File: src/design/sprd_map.svh
`ifndef SPRD_MAP_SVH
`define SPRD_MAP_SVH

// ----------------------------------------
// Register offsets
// ----------------------------------------
`define SPRD_CFG0_OFF 8'h00
`define SPRD_CFG1_OFF 8'h04
`define SPRD_MBOX_OFF 8'h08
`define SPRD_STAT_OFF 8'h0c
`define SPRD_DRV_OFF 8'h10

// ----------------------------------------
// Port configuration fields
// ----------------------------------------
`define SPRD_CFG_W 17
`define SPRD_CFG_DROP_LSB 0
`define SPRD_CFG_DROP_MSB 7
`define SPRD_CFG_MODE_LSB 8
`define SPRD_CFG_MODE_MSB 10
`define SPRD_CFG_DRV_LSB 12
`define SPRD_CFG_DRV_MSB 13
`define SPRD_CFG_ONETH_BIT 16
`define SPRD_CFG_WMASK 17'h137ff

// ----------------------------------------
// Reset values
// ----------------------------------------
`define SPRD_CFG0_RST 17'h00001
`define SPRD_CFG1_RST 17'h00002
`define SPRD_MBOX_RST 32'h00000000

// ----------------------------------------
// Drops, message kinds and opcodes
// ----------------------------------------
`define SPRD_NO_ROUTE 8'hff
`define SPRD_NULL_DROP 8'hcc
`define SPRD_DROP_MOD 8'h64
`define SPRD_DROP_MOD2 8'hc8
`define SPRD_KIND_READ 8'h01
`define SPRD_KIND_WRITE 8'h02
`define SPRD_KIND_PRINT 8'h03
`define SPRD_KIND_RANDOM 8'h04
`define SPRD_RANDOM_OP 8'h64

`endif

File: src/design/sprd_pkg.sv
`include "sprd_map.svh"

package sprd_pkg;

  // ----------------------------------------
  // Types
  // ----------------------------------------
  typedef enum logic [2:0] {
    NATIVE_NET_MODE,
    NETWORK_BRIDGE_MODE,
    PRINTER_MODE,
    GATEWAY_MODE,
    POLL_HOST_MODE
  } sprd_mode_e;

  typedef enum logic [1:0] {
    POINT_TO_POINT_DRIVE,
    FOUR_LINE_SLAVE_DRIVE,
    HALF_DUPLEX_DRIVE,
    TWO_WIRE_DRIVE
  } sprd_drv_e;

  typedef enum logic [1:0] {POS_ROUTE, POS_KIND, POS_BODY} sprd_pos_e;

  // ----------------------------------------
  // Decoders
  // ----------------------------------------
  // Unused mode codes fall back to native so a bad write cannot hang ports
  function automatic sprd_mode_e modeOf(input logic [2:0] f);
    case (f)
      3'h1: return NETWORK_BRIDGE_MODE;
      3'h2: return PRINTER_MODE;
      3'h3: return GATEWAY_MODE;
      3'h4: return POLL_HOST_MODE;
      default: return NATIVE_NET_MODE;
    endcase
  endfunction

  function automatic sprd_drv_e drvOf(input logic [1:0] f);
    case (f)
      2'h1: return FOUR_LINE_SLAVE_DRIVE;
      2'h2: return HALF_DUPLEX_DRIVE;
      2'h3: return TWO_WIRE_DRIVE;
      default: return POINT_TO_POINT_DRIVE;
    endcase
  endfunction

  function automatic logic [7:0] ethDropOf(input logic [7:0] d);
    if (d >= `SPRD_DROP_MOD2) begin
      return d - `SPRD_DROP_MOD2;
    end else if (d >= `SPRD_DROP_MOD) begin
      return d - `SPRD_DROP_MOD;
    end
    return d;
  endfunction

endpackage

File: src/design/sprd_pair_buf.sv
`timescale 1ns/1ps

module sprd_pair_buf #(
  parameter int W = 11
) (
  // Clock and reset
  input wire logic clk,
  input wire logic rst_b,
  // Filling side
  input wire logic inValid,
  output logic inReady,
  input wire logic [W-1:0] inData,
  // Draining side
  output logic outValid,
  input wire logic outReady,
  output logic [W-1:0] outData
);

  // ----------------------------------------
  // Two entries, head always in outData
  // ----------------------------------------
  logic [1:0] cntQ;
  logic [1:0] cntD;
  logic [W-1:0] tailQ;
  logic push;
  logic pop;

  assign push = inValid && inReady;
  assign pop = outValid && outReady;
  assign cntD = cntQ + {1'b0, push} - {1'b0, pop};

  always_ff @(posedge clk or negedge rst_b) begin
    if (!rst_b) begin
      cntQ <= 2'h0;
      outValid <= 1'b0;
      inReady <= 1'b0;
      outData <= '0;
      tailQ <= '0;
    end else begin
      cntQ <= cntD;
      outValid <= cntD != 2'h0;
      // Ready is registered, so a full pair blocks the source next cycle
      inReady <= cntD != 2'h2;
      if (pop) begin
        outData <= (cntQ == 2'h2) ? tailQ : inData;
      end else if (push && cntQ == 2'h0) begin
        outData <= inData;
      end
      if (push && (cntQ - {1'b0, pop}) == 2'h1) begin
        tailQ <= inData;
      end
    end
  end

endmodule // sprd_pair_buf

File: src/design/sprd_route_ctrl.sv
// Added by the designer: the address-and-strobe port and the placing of the registers.
`timescale 1ns/1ps
`include "sprd_map.svh"

// Function
// [RULE1] Native packet for sibling native/bridge port is resent there
// [RULE2] No route, null drop 204 or foreign drop: handled internally
// [RULE3] Internal read/write messages reach mailbox or configuration registers; a read only latches its index byte into the status register
// [RULE4] Bridge link ends both run bridge mode with identical drop
// [RULE5] Bridge port on Ethernet also answers drop number modulo one hundred
// [RULE6] No other Ethernet node may reuse that presented drop
// [RULE7] Printer port takes print requests via native or bridge siblings
// [RULE8] Printer port sends print request contents as raw ASCII
// [RULE9] Print route lists origin port drop, bridge drops, printer drop
// [RULE10] Point-to-point drive: transmitter always on, receiver always on
// [RULE11] Four-line drive: transmitter follows CTS, otherwise high impedance
// [RULE12] Half duplex: transmitter always on, receiver off while sending
// [RULE13] Two-wire drive: transmitter follows CTS, receiver off while sending
// [RULE14] Gateway turns random reads into opcode 100 and back
// [RULE15] Host port splits random read into one ordinary read per element
// [RULE16] Two-bit per-port field selects the driver mode
module sprd_route_ctrl
  import sprd_pkg::*;
(
  // Clock and reset
  input wire logic clk,
  input wire logic rst_b,
  // Register port
  input wire logic [7:0] regAddr,
  input wire logic [31:0] regWdata,
  input wire logic regWr,
  input wire logic regRd,
  output logic [31:0] regRdata,
  // Received packet bytes
  input wire logic rxPktValid,
  output logic rxPktReady,
  input wire logic rxPktPort,
  input wire logic rxPktSop,
  input wire logic rxPktEop,
  input wire logic [7:0] rxPktData,
  // Packet bytes to serial transmitters
  output logic txPktValid,
  input wire logic txPktReady,
  output logic txPktPort,
  output logic txPktSop,
  output logic txPktEop,
  output logic [7:0] txPktData,
  // Line drivers
  input wire logic [1:0] ctsPin,
  input wire logic [1:0] txBusy,
  output logic [1:0] txDrvEn,
  output logic [1:0] rxEn,
  // Ethernet presence
  output logic [1:0] ethPresent,
  output logic [1:0][7:0] ethDrop
);

  // ----------------------------------------
  // Buffers on both sides of the router
  // ----------------------------------------
  localparam int BW = 11;
  logic [BW-1:0] ibData;
  logic [BW-1:0] obData;
  logic [BW-1:0] txWord;
  logic ibValid;
  logic ibTake;
  logic obValid;
  logic obReady;

  sprd_pair_buf #(.W(BW)) inBuf (
    .clk(clk),
    .rst_b(rst_b),
    .inValid(rxPktValid),
    .inReady(rxPktReady),
    .inData({rxPktPort, rxPktSop, rxPktEop, rxPktData}),
    .outValid(ibValid),
    .outReady(ibTake),
    .outData(ibData)
  );

  sprd_pair_buf #(.W(BW)) outBuf (
    .clk(clk),
    .rst_b(rst_b),
    .inValid(obValid),
    .inReady(obReady),
    .inData(obData),
    .outValid(txPktValid),
    .outReady(txPktReady),
    .outData(txWord)
  );

  assign txPktPort = txWord[10];
  assign txPktSop = txWord[9];
  assign txPktEop = txWord[8];
  assign txPktData = txWord[7:0];

  // ----------------------------------------
  // Port configuration decode
  // ----------------------------------------
  logic [`SPRD_CFG_W-1:0] cfgQ [2];
  logic [7:0] dropP [2];
  logic [7:0] presDrop [2];
  sprd_mode_e modeP [2];
  sprd_drv_e drvP [2];
  logic [1:0] presOn;
  logic [1:0] hit;
  logic [1:0] txD;
  logic [1:0] rxD;
  logic [1:0] ctsS1Q;
  logic [1:0] ctsS2Q;
  logic srcP;
  logic sopIn;
  logic eopIn;
  logic [7:0] byteIn;

  assign srcP = ibData[10];
  assign sopIn = ibData[9];
  assign eopIn = ibData[8];
  assign byteIn = ibData[7:0];

  for (genvar p = 0; p < 2; p++) begin : gPort
    assign dropP[p] = cfgQ[p][`SPRD_CFG_DROP_MSB:`SPRD_CFG_DROP_LSB];
    assign modeP[p] = modeOf(cfgQ[p][`SPRD_CFG_MODE_MSB:`SPRD_CFG_MODE_LSB]);
    assign drvP[p] =
      drvOf(cfgQ[p][`SPRD_CFG_DRV_MSB:`SPRD_CFG_DRV_LSB]); // [RULE16]
    assign presDrop[p] = ethDropOf(dropP[p]); // [RULE5]
    assign presOn[p] = modeP[p] == NETWORK_BRIDGE_MODE &&
                       cfgQ[p][`SPRD_CFG_ONETH_BIT]; // [RULE5]
    // A bridge port is reached by the drop it shares with its peer
    assign hit[p] = byteIn == dropP[p] ||
                    (presOn[p] && byteIn == presDrop[p]); // [RULE4]
    assign txD[p] = drvP[p] == POINT_TO_POINT_DRIVE || // [RULE10]
                    drvP[p] == HALF_DUPLEX_DRIVE || // [RULE12]
                    ctsS2Q[p]; // [RULE11] [RULE13]
    assign rxD[p] = drvP[p] == POINT_TO_POINT_DRIVE || // [RULE10]
                    drvP[p] == FOUR_LINE_SLAVE_DRIVE ||
                    !txBusy[p]; // [RULE12] [RULE13]
  end

  // ----------------------------------------
  // Routing decision
  // ----------------------------------------
  sprd_pos_e posQ;
  sprd_pos_e posNow;
  logic fwdQ;
  logic dstQ;
  logic [7:0] routeQ;
  logic [7:0] kindQ;
  logic [1:0] bodyCntQ;
  logic [1:0] subQ;
  logic [7:0] idxQ;
  logic dstPort;
  logic srcOk;
  logic fwdNow;
  logic fwdCur;
  logic dPortCur;
  sprd_mode_e srcMode;
  sprd_mode_e dModeCur;
  logic isHost;
  logic isPrn;
  logic split;
  logic [1:0] nOut;
  logic lastSub;
  logic [7:0] kindOut;
  logic [7:0] finalByte;
  logic [7:0] obByte;
  logic obSop;
  logic obEop;

  // A start flag always resynchronises to the route byte
  assign posNow = sopIn ? POS_ROUTE : posQ;
  assign dstPort = ~srcP;
  assign srcMode = modeP[srcP];
  assign srcOk = srcMode == NATIVE_NET_MODE ||
                 srcMode == NETWORK_BRIDGE_MODE ||
                 srcMode == GATEWAY_MODE; // [RULE1] [RULE7]
  // Own-port and foreign drops fall through to internal handling
  assign fwdNow = byteIn != `SPRD_NO_ROUTE &&
                  byteIn != `SPRD_NULL_DROP &&
                  hit[dstPort] && srcOk; // [RULE1] [RULE2]
  assign fwdCur = (posNow == POS_ROUTE) ? fwdNow : fwdQ;
  assign dPortCur = (posNow == POS_ROUTE) ? dstPort : dstQ;
  assign dModeCur = modeP[dPortCur];
  assign isHost = dModeCur == POLL_HOST_MODE;
  assign isPrn = dModeCur == PRINTER_MODE;
  assign split = isHost && posNow == POS_BODY &&
                 kindQ == `SPRD_KIND_RANDOM; // [RULE15]

  // Output bytes produced by the current input byte
  assign nOut = !fwdCur ? 2'h0 :
                (posNow == POS_ROUTE) ? ((isHost || isPrn) ? 2'h0 : 2'h1) :
                (posNow == POS_KIND) ? (isPrn ? 2'h0 :
                  !isHost ? 2'h1 :
                  (byteIn == `SPRD_KIND_RANDOM) ? 2'h0 : 2'h2) :
                split ? 2'h3 : // [RULE15]
                !isPrn ? 2'h1 :
                (kindQ == `SPRD_KIND_PRINT) ? 2'h1 : 2'h0; // [RULE7]

  assign kindOut = (dModeCur == GATEWAY_MODE &&
                    byteIn == `SPRD_KIND_RANDOM) ? `SPRD_RANDOM_OP :
                   (srcMode == GATEWAY_MODE &&
                    byteIn == `SPRD_RANDOM_OP) ? `SPRD_KIND_RANDOM :
                   byteIn; // [RULE14]
  assign lastSub = subQ == (nOut - 2'h1);
  assign finalByte = (posNow == POS_KIND) ? kindOut : byteIn;
  // Host requests are rebuilt around each element
  assign obByte = lastSub ? finalByte :
                  (subQ == 2'h0) ? routeQ : `SPRD_KIND_READ; // [RULE15]
  assign obSop = subQ == 2'h0 &&
                 (posNow == POS_ROUTE ||
                  (isHost && (posNow == POS_KIND || split)) ||
                  (isPrn && bodyCntQ == 2'h0)); // [RULE8]
  assign obEop = lastSub && (split || eopIn);
  assign obData = {dPortCur, obSop, obEop, obByte};
  assign obValid = ibValid && nOut != 2'h0; // [RULE1] [RULE8]
  assign ibTake = ibValid && (nOut == 2'h0 || (obReady && lastSub));

  // ----------------------------------------
  // Internal message handling
  // ----------------------------------------
  logic inBody;
  logic msgWr;
  logic msgRd;
  logic cntRoute;

  assign inBody = ibTake && !fwdCur && posNow == POS_BODY;
  assign msgWr = inBody && bodyCntQ == 2'h1 &&
                 kindQ == `SPRD_KIND_WRITE; // [RULE3]
  assign msgRd = inBody && bodyCntQ == 2'h0 &&
                 kindQ == `SPRD_KIND_READ; // [RULE3]
  assign cntRoute = ibTake && posNow == POS_ROUTE;

  // ----------------------------------------
  // Packet walker
  // ----------------------------------------
  always_ff @(posedge clk or negedge rst_b) begin
    if (!rst_b) begin
      posQ <= POS_ROUTE;
      fwdQ <= 1'b0;
      dstQ <= 1'b0;
      routeQ <= 8'h00;
      kindQ <= 8'h00;
      bodyCntQ <= 2'h0;
      subQ <= 2'h0;
      idxQ <= 8'h00;
    end else begin
      if (obValid && obReady) begin
        subQ <= lastSub ? 2'h0 : subQ + 2'h1;
      end
      if (ibTake) begin
        posQ <= eopIn ? POS_ROUTE :
                (posNow == POS_ROUTE) ? POS_KIND : POS_BODY;
        bodyCntQ <= (posNow != POS_BODY) ? 2'h0 :
                    (bodyCntQ == 2'h2) ? 2'h2 : bodyCntQ + 2'h1;
        if (posNow == POS_ROUTE) begin
          fwdQ <= fwdNow;
          dstQ <= dstPort;
          routeQ <= byteIn;
        end
        if (posNow == POS_KIND) begin
          kindQ <= byteIn;
        end
        if (posNow == POS_BODY && bodyCntQ == 2'h0) begin
          idxQ <= byteIn;
        end
      end
    end
  end

  // ----------------------------------------
  // Registers
  // ----------------------------------------
  logic [31:0] mboxQ;
  logic [7:0] fwdCntQ;
  logic [7:0] intCntQ;
  logic [7:0] rdIdxQ;
  logic [31:0] rdMux;

  always_ff @(posedge clk or negedge rst_b) begin
    if (!rst_b) begin
      cfgQ[0] <= `SPRD_CFG0_RST;
      cfgQ[1] <= `SPRD_CFG1_RST;
      mboxQ <= `SPRD_MBOX_RST;
    end else begin
      for (int p = 0; p < 2; p++) begin
        if (msgWr && idxQ[7] && idxQ[0] == p[0]) begin
          cfgQ[p][`SPRD_CFG_DROP_MSB:`SPRD_CFG_DROP_LSB] <= byteIn; // [RULE3]
        end else if (regWr && regAddr ==
                     (p[0] ? `SPRD_CFG1_OFF : `SPRD_CFG0_OFF)) begin
          cfgQ[p] <= regWdata[`SPRD_CFG_W-1:0] & `SPRD_CFG_WMASK;
        end
      end
      // A message write wins over a software write in the same cycle
      if (msgWr && !idxQ[7]) begin
        mboxQ[{idxQ[1:0], 3'h0} +: 8] <= byteIn; // [RULE3]
      end else if (regWr && regAddr == `SPRD_MBOX_OFF) begin
        mboxQ <= regWdata;
      end
    end
  end

  always_ff @(posedge clk or negedge rst_b) begin
    if (!rst_b) begin
      fwdCntQ <= 8'h00;
      intCntQ <= 8'h00;
      rdIdxQ <= 8'h00;
    end else begin
      if (cntRoute && fwdNow) begin
        fwdCntQ <= fwdCntQ + 8'h01;
      end
      if (cntRoute && !fwdNow) begin
        intCntQ <= intCntQ + 8'h01; // [RULE2]
      end
      if (msgRd) begin
        rdIdxQ <= byteIn;
      end
    end
  end

  assign rdMux =
    (regAddr == `SPRD_CFG0_OFF) ? {15'h0000, cfgQ[0]} :
    (regAddr == `SPRD_CFG1_OFF) ? {15'h0000, cfgQ[1]} :
    (regAddr == `SPRD_MBOX_OFF) ? mboxQ :
    (regAddr == `SPRD_STAT_OFF) ?
      {7'h00, posQ != POS_ROUTE, rdIdxQ, intCntQ, fwdCntQ} :
    (regAddr == `SPRD_DRV_OFF) ? {26'h0, ctsS2Q, rxEn, txDrvEn} :
    32'h00000000;

  // ----------------------------------------
  // Read data, drivers and presence outputs
  // ----------------------------------------
  always_ff @(posedge clk or negedge rst_b) begin
    if (!rst_b) begin
      regRdata <= 32'h00000000;
      ctsS1Q <= 2'h0;
      ctsS2Q <= 2'h0;
      txDrvEn <= 2'h0;
      rxEn <= 2'h0;
      ethPresent <= 2'h0;
      ethDrop <= '0;
    end else begin
      regRdata <= regRd ? rdMux : 32'h00000000;
      ctsS1Q <= ctsPin;
      ctsS2Q <= ctsS1Q;
      // One cycle late against CTS; the sync costs two more
      txDrvEn <= txD; // [RULE11] [RULE13]
      rxEn <= rxD; // [RULE12] [RULE13]
      ethPresent <= presOn; // [RULE5]
      ethDrop[0] <= presDrop[0];
      ethDrop[1] <= presDrop[1];
    end
  end

endmodule // sprd_route_ctrl

File: config.mk
export PLATFORM = sky130hd
export DESIGN_NAME = sprd_route_ctrl
export DESIGN_NICKNAME = d
export VERILOG_FILES = /design/src/design/sprd_pkg.sv /design/src/design/sprd_pair_buf.sv /design/src/design/sprd_route_ctrl.sv
export VERILOG_INCLUDE_DIRS = /design/src /design/src/design
export SDC_FILE = /design/constraint.sdc
export NUM_CORES = 1
export LEC_CHECK = 0
export BUFFER_PORTS_ARGS = -buffer_cell sky130_fd_sc_hd__buf_2
export CORE_MARGIN = 1.5
export CORE_UTILIZATION = 60
export CTS_CLUSTER_SIZE = 10
export DETAILED_ROUTE_END_ITERATION = 10
export HOLD_SLACK_MARGIN = 0.08
export PLACE_DENSITY = 0.81
export RECOVER_POWER = 25
export SETUP_SLACK_MARGIN = 0.1
export SYNTH_ARGS = -nofsm -noshare
export SYNTH_HDL_FRONTEND = slang
export SYNTH_HIERARCHICAL = 1
export SYNTH_SLANG_ARGS = --single-unit
File: constraint.sdc
create_clock -name clk -period 13.35 [get_ports clk]
set_clock_uncertainty 0.1 [all_clocks]
set_input_delay 2.67 -clock clk [delete_from_list [all_inputs] [get_ports clk]]
set_output_delay 2.67 -clock clk [all_outputs]
set_load 0.01 [all_outputs]
==> out/results.ini, run 1 <==
[final_layout]
finalInstanceArea_um2 = 13100
layout_commonest_cell = dfrtp_1
syn_to_final_growth_pct = 11.8
n_antenna_cell = 0
final_nets = 1300
fillers = 1470
layout_common_cells = dfrtp_1, buf_2, nand2_1
final_cells = 1490
final_util_pct = 69.1
drive_gt1_share_pct = 20.4

[synth]
synth.area.top_cells = dfrtp_1, mux2_2, mux2i_1
ys_async_sr_fraction_pct = 100
syn_inst = 1133
syn_avg_cell_area_um2 = 10.3
synth_top_cell_area_share_pct = 47.0
synthFlopType = dfrtp_1
syn_nets = 1216
yosys_warnings = 6
synth_edf_count = 0
synth_top_cell_by_area = dfrtp_1
seq_area_frac_synth_pct = 47.4
ys_seq_elements = 221
synth_cell_types = 85
synth_area_um2 = 11700

[setup_path]
required_ns = 13.84
critical_path_class = input port to async pin
path_max_fanout = 98
r2r_slack_ns = 6.11
startpoint_type = input port
worstSetupEndpointType = async pin
critPathArrivalTime_ns = 8.13

[place]
place_hpwl_mm = 20.2
dp.cells = 1449
numPortBuffers = 127
post_dp_cell_area_um2 = 12300
post-place-ws_ns = 6.38
gp_congestion = 0.975

[clock_network]
post_cts_resize_count = 0
clock-sinks = 221
numCtsBuffers = 26
cts_tree = built
clk-insertion-delay-late_ns = 0.55
cts_setup_buffers = 0
ctsHoldBuffers = 0
cts_buffer_depth = 3
path_clk_slew_ns = 0.06
htreeDepth = 1
cts_root_buf = clkbuf_16

[min_path]
hold_path_class = register to register

[die]
die_w_um = 142
die_y_um = 142
die-area_um2 = 20300
core.rowCount = 50
core_area_um2 = 18900
ios = 128
start_util_pct = 61.8

[timing]
period_share_pct = 57.2
fmax_mhz = 131
relSlewSlack_pct = -246
whs_ns = 0.248
tns_ns = 0
post-route-min-period_ns = 7.64
slew_violations = 99
rsz0062_at_grt = no
setup_violations = 0
hold_violations = 0
worst_pin_slew_ns = 5.19
fin_ws_ns = 5.71

[global_route]
antenna_found_initial = 0
grt_pass1_wl_mm = 48.4
grt.overflow.total = 0
grt_start_max_net_pins = 99
grtUsageTotal_pct = 30.1
grt_pass1_vias = 9215

[run_status]
violations = capacitance limit, slew limit
status = complete, but fails checks

[routing]
drtIter0Drc = 989
wirelength_mm = 29.8
wire_per_inst_um = 20.0
drc = 0
vias = 9354
ant_nets = 0
vias_per_cell = 6.28
first_pass_iters = 8

[pwr]
p_leak_nw = 6.21
fin_total_pwr_mw = 2.61
pwr_density_cell_nw_per_um2 = 200
irDropWorstVdd_v = 0.000145

[job]
maxCapViolCount = 1

## cell type report
type | instances | area (µm²) | share of cell area (%)
clock inverters | 2 | 37.5 | 0.288
multi-input cells | 771 | 5520 | 42.3
inverters | 63 | 236 | 1.81
clock buffers | 39 | 709 | 5.44
repair buffers | 134 | 687 | 5.26
well taps | 260 | 325 | 2.49
flip-flops and latches | 221 | 5530 | 42.4
## critical path: stages
cell and delay (ns):
clkbuf_1 3.57, buf_4 1.06, buf_4 0.73
## synth_stat cells, drive strengths merged, types with 19 or more instances
cell	instances
dfrtp	219
nand2	106
nor2	81
inv	63
mux2i	55
clkbuf	52
mux2	51
a21oi	49
o21ai	48
a222oi	32
xnor2	30
buf	26
nand3	25
nor3	24
ha	22
xor2	19
## report_power, final
group	internal, mW	switching, mW	total (mW)
sequential	0.822	0.201	1.02
clock	0.364	0.269	0.633
combinational	0.380	0.576	0.956
## worst paths after layout
check | startpoint | endpoint | depth (start not counted)
max | rst_b | regRdata[31] | 3
min | ctsS1Q[1] | ctsS2Q[1] | 0
max reg2reg | cfgQ[3] | inBuf/tailQ[5] | 23
min reg2reg | ctsS1Q[1] | ctsS2Q[1] | 0
max in group clk | cfgQ[3] | inBuf/tailQ[5] | 23
min in group asynchronous | rst_b | regRdata[3] | 1
## state kept, by name (all words and copies together), names as in the netlist, 11 cells and up
name / flops
cfgQ: 28
inBuf/outData: 11
ethDrop: 16
regRdata: 32
outBuf/outData: 11
outBuf/tailQ: 11
inBuf/tailQ: 11
mboxQ: 32
## metal layers
metal  vias to the layer above  GRT usage, %  wire length, µm
li1                       4250             -                -
met2                       408          49.2            14000
met3                        75          5.52             2470
met1                      4621          40.5            12400
met4                         0          10.6              852
met5                         -             0                0
## logic make-up after synthesis
logic type,count (synthesis),share of synthesized area [%]
AND/OR/NAND/NOR,345,15.0
AO/OA/AOI/OAI,249,16.7
flip-flops,221,47.4
buffers and inverters,141,5.16
multiplexers,106,9.64
XOR/XNOR,49,3.68
adder cells (fa/ha/maj),22,2.36
Note: power is estimated with default switching activity, not from simulation.
==> inputs of run 2 (changes only) <==
--- a/config.mk
+++ b/config.mk
@@ -8,11 +8,11 @@
 export LEC_CHECK = 0
 export BUFFER_PORTS_ARGS = -buffer_cell sky130_fd_sc_hd__buf_2
 export CORE_MARGIN = 1.5
-export CORE_UTILIZATION = 60
+export CORE_UTILIZATION = 54
 export CTS_CLUSTER_SIZE = 10
 export DETAILED_ROUTE_END_ITERATION = 10
 export HOLD_SLACK_MARGIN = 0.08
-export PLACE_DENSITY = 0.81
+export PLACE_DENSITY = 0.77
 export RECOVER_POWER = 25
 export SETUP_SLACK_MARGIN = 0.1
 export SYNTH_ARGS = -nofsm -noshare
==> constraint.sdc (replaced) <==
create_clock -name clk -period 6.9 [get_ports clk]
set_clock_uncertainty 0.1 [all_clocks]
set_input_delay 1.38 -clock clk [delete_from_list [all_inputs] [get_ports clk]]
set_output_delay 1.38 -clock clk [all_outputs]
set_load 0.01 [all_outputs]
==> out/results.ini, run 2 (same netlist as run 1, synthesis figures left out) <==
[pwr]
p_sw_mw = 2.01
pwr_density_cell_nw_per_um2 = 386
switching_share_pct = 39.7
p_leak_nw = 6.26
p_int_mw = 3.05
pwr-share-clk_pct = 23.4
power.share.sequential_pct = 37.9
irDropWorstVdd_v = 0.000284
comb_power_share_pct = 38.6

[global_route]
grt_start_max_net_pins = 99
grtUsageTotal_pct = 27.9
antenna_found_initial = 0
grt.overflow.total = 0
grt_pass1_wl_mm = 49.3
grt_pass1_vias = 9162

[die]
start_util_pct = 55.4
core.rowCount = 53
die_w_um = 150
ios = 128
die_y_um = 150
core_area_um2 = 21100
die-area_um2 = 22500

[setup_path]
critical_path_class = register to register
worstSetupEndpointType = register
startpoint_type = register
path_max_fanout = 12
critPathArrivalTime_ns = 6.70
required_ns = 7.21

[timing]
slew_violations = 99
rsz0062_at_grt = no
hold_violations = 0
whs_ns = 0.255
post-route-min-period_ns = 6.39
relSlewSlack_pct = -238
tns_ns = 0
fin_ws_ns = 0.506
period_share_pct = 92.7
fmax_mhz = 156
worst_pin_slew_ns = 5.07
setup_violations = 0

[final_layout]
regArea_um2 = 5530
layout_common_cells = dfrtp_1, buf_2, nand2_1
reg_top3 = mboxQ: 32 flops, regRdata: 32 flops, cfgQ: 28 flops
finalInstanceArea_um2 = 13100
fillers = 1740
drive_gt1_share_pct = 21.2
syn_to_final_growth_pct = 12.5
layout_commonest_cell = dfrtp_1
final_nets = 1309
n_antenna_cell = 0
multi_input_area_um2 = 5550

[min_path]
hold_path_class = register to register

[run_status]
violations = capacitance limit, slew limit
status = complete, but fails checks

[place]
post-place-ws_ns = 0.359
gp_congestion = 0.998
post_dp_cell_area_um2 = 12400
place_hpwl_mm = 21.3
numPortBuffers = 127

[routing]
ant_nets = 0
drtIter0Drc = 873
wirelength_mm = 30.7
drc = 0
vias_per_cell = 6.18
wire_per_inst_um = 20.3
first_pass_iters = 9
vias = 9337

[clock_network]
numCtsBuffers = 26
clk-insertion-delay-late_ns = 0.53
cts_buffer_depth = 3
cts_root_buf = clkbuf_16
path_clk_slew_ns = 0.06
cts_tree = built
htreeDepth = 1
ctsHoldBuffers = 0
clock-sinks = 221

[job]
maxCapViolCount = 1

-- run 2: power by group through the flow --
stage          Combinational (mW)  Clock (mW)  Sequential [mW]
6_report                     1.96        1.19             1.92
5_1_grt                      2.15        1.27             1.96
4_1_cts                      1.94        1.20             1.91
3_5_place_dp                 1.92           0             1.93
3_3_place_gp                 1.88           0             1.91
2_1_floorplan                1.51           0             1.80
-- run 2: repair_timing --
action                                  in CTS  in global routing
setup buffers                                0                  0
endpoints found under the setup margin       0                 12
gates resized for setup                      0                  2
-- run 2: path summary, 6_finish.rpt --
| path | start | to | slack (ns) | depth (start not counted) |
|---|---|---|---|---|
| max | cfgQ[3] | inBuf/tailQ[5] | 0.51 | 22 |
| min | ctsS1Q[0] | ctsS2Q[0] | 0.26 | 0 |
| max reg2reg | cfgQ[3] | inBuf/tailQ[5] | 0.51 | 22 |
| min reg2reg | ctsS1Q[0] | ctsS2Q[0] | 0.26 | 0 |
| max in group asynchronous | rst_b | routeQ[5] | 1.12 | 2 |
| min in group asynchronous | rst_b | cfgQ[0] | 2.61 | 1 |
-- run 2: metal layers --
layer / track usage (%) / up-vias / share of wire (%)
li1: - / 4281 / -
met1: 37.9 / 4552 / 42
met2: 44.2 / 417 / 47
met3: 4.48 / 87 / 7.6
met4: 12.1 / 0 / 4.1
met5: 0 / - / 0
-- run 2: critical path, stage by stage, from the launching register on --
cell and delay [ns]:
dfrtp_1 0.53, inv_1 0.17, ha_1 0.21, nor3b_2 0.16, o211ai_1 0.37, o32ai_2 0.18
xnor2_1 0.14, or4_4 0.51, o31ai_4 0.50, nand3_1 0.14, a22o_1 0.23, ha_1 0.31
xor2_1 0.25, nand2_1 0.17, a2111oi_1 0.54, a311o_1 0.23, nor2_1 0.08, nand3_4 0.08
a32oi_2 0.12, inv_1 0.17, nand4b_4 0.29, a21oi_4 0.44, mux2_2 0.38
-- run 2: cell type report --
cell class	count	share of cell area, %
repair buffers	143	5.74
well taps	275	2.62
flip-flops and latches	221	42.1
inverters	63	1.80
clock buffers	36	5.31
multi-input cells	771	42.2
clock inverters	2	0.162
-- run 2: through the flow --
step / cells / util, % / power, mW
finish: 1511 / 62.3 / 5.07
global placement: 1473 / 59.0 / 3.79
detailed placement: 1473 / 59.0 / 3.85
CTS: 1511 / 62.4 / 5.05
global route: 1511 / 62.3 / 5.37
floorplan: 1133 / - / 3.31
==> inputs of run 3 (changes only) <==
--- a/config.mk
+++ b/config.mk
@@ -12,7 +12,7 @@
 export CTS_CLUSTER_SIZE = 10
 export DETAILED_ROUTE_END_ITERATION = 10
 export HOLD_SLACK_MARGIN = 0.08
-export PLACE_DENSITY = 0.77
+export PLACE_DENSITY_LB_ADDON = 0.3
 export RECOVER_POWER = 25
 export SETUP_SLACK_MARGIN = 0.1
 export SYNTH_ARGS = -nofsm -noshare
==> out/results.ini, run 3 (same netlist as run 1, synthesis figures left out) <==
[run_status]
status = complete, but fails checks
violations = capacitance limit, slew limit

[setup_path]
slowest_delay_ns = 0.54
path_max_fanout = 10
rr_worst_depth = 25
startpoint = cfgQ[3]
crit_buf_inv = 2
worstSetupEndpointType = register
critical_path_class = register to register
r2r_slack_ns = 0.51
startpoint_type = register
cp_top_family = compound AO/OA/AOI/OAI gates
r2r-start = cfgQ[3]
critPathArrivalTime_ns = 6.70
required_ns = 7.21
timing.rr.end = inBuf/outValid
critPathSlowestCell = a2111oi_0

[die]
die_y_um = 150
ios = 128
core.rowCount = 53
die_w_um = 150
die-area_um2 = 22500
core_area_um2 = 21100
start_util_pct = 55.4

[routing]
vias = 9289
ant_nets = 0
first_pass_iters = 9
wirelength_mm = 30.5
wire_per_inst_um = 20.1
drc = 0
drtIter0Drc = 934
vias_per_cell = 6.12

[clock_network]
clk-insertion-delay-late_ns = 0.54
cts_tree = built
clock-sinks = 221
ctsHoldBuffers = 0
cts_buffer_depth = 3
numCtsBuffers = 26
path_clk_slew_ns = 0.06
htreeDepth = 1
cts_root_buf = clkbuf_16

[timing]
period_share_pct = 92.6
slew_violations = 72
setup_violations = 0
rsz0062_at_grt = no
tns_ns = 0
post-route-min-period_ns = 6.39
relSlewSlack_pct = -158
fmax_mhz = 157
hold_violations = 0
worst_pin_slew_ns = 3.87

[final_layout]
syn_to_final_growth_pct = 12.9
drive_gt1_share_pct = 21.0
reg_top3 = mboxQ: 32 flops, regRdata: 32 flops, cfgQ: 28 flops
final_util_pct = 62.5
fillers = 1734
regArea_um2 = 5530
layout_common_cells = dfrtp_1, buf_2, nand2_1
multi_input_area_um2 = 5550
final_nets = 1309
n_antenna_cell = 0
layout_commonest_cell = dfrtp_1

[global_route]
grtUsageTotal_pct = 27.7
grt_start_max_net_pins = 151
grt.overflow.total = 0
grt_pass1_wl_mm = 48.8
grt_pass1_vias = 8989
antenna_found_initial = 0

[pwr]
pwr_density_cell_nw_per_um2 = 387
irDropWorstVdd_v = 0.000278
p_leak_nw = 6.27

[min_path]
hold_path_class = register to register
min_from = ctsS1Q[1]
hold_depth = 0
hold_end = ctsS2Q[1]

[job]
maxCapViolCount = 1

[place]
gp_congestion = 0.961
numPortBuffers = 127
place_hpwl_mm = 21.1

-- run 3: layer usage --
metal  global-route usage [%]  wire length [µm]  vias to the layer above
li1                         -                 -                     4268
met1                     38.7             12900                     4544
met2                     43.6             14100                      407
met3                     4.70              2520                       70
met4                     9.66               983                        0
met5                        0                 0                        -
-- run 3: final cells by class --
class | count | share of cell area [%]
multi-input combinational | 771 | 42.1
sequential | 221 | 42.0
timing repair buffer | 143 | 5.82
clock buffer | 44 | 5.53
tap | 275 | 2.61
inverter | 63 | 1.79
clock inverter | 1 | 0.123
-- run 3: worst max-delay path by stage --
stage,end,cells past startpoint
after floorplan,inBuf/outValid,27
after global placement,inBuf/tailQ[1],22
after detailed placement,inBuf/tailQ[4],22
after CTS,inBuf/tailQ[4],22
after global routing,inBuf/outValid,25
final,inBuf/outValid,25
-- run 3: power breakdown --
group	switching, mW	internal, mW
Sequential	0.333	1.59
Clock	0.514	0.710
Combinational	1.18	0.774
Total	2.03	3.08
-- run 3: what timing repair did --
action	in CTS	in global routing
resized for setup	0	1
buffers inserted	0	0
endpoints found under the setup margin	0	11
endpoints found under the hold margin	0	0
-- run 3: metrics by stage --
stage | total power, mW | cell area (µm²) | hold slack [ns] | cells | setup slack (ns)
detailed placement | 3.86 | 12400 | 0.240 | 1473 | 0.570
global route | 5.41 | 13200 | 0.260 | 1518 | 0.0601
global placement | 3.81 | 12400 | 0.232 | 1473 | 0.670
finish | 5.10 | 13200 | 0.252 | 1518 | 0.511
CTS | 5.10 | 13200 | 0.255 | 1518 | 0.488
floorplan | 3.31 | 11700 | 0.231 | 1133 | 1.02
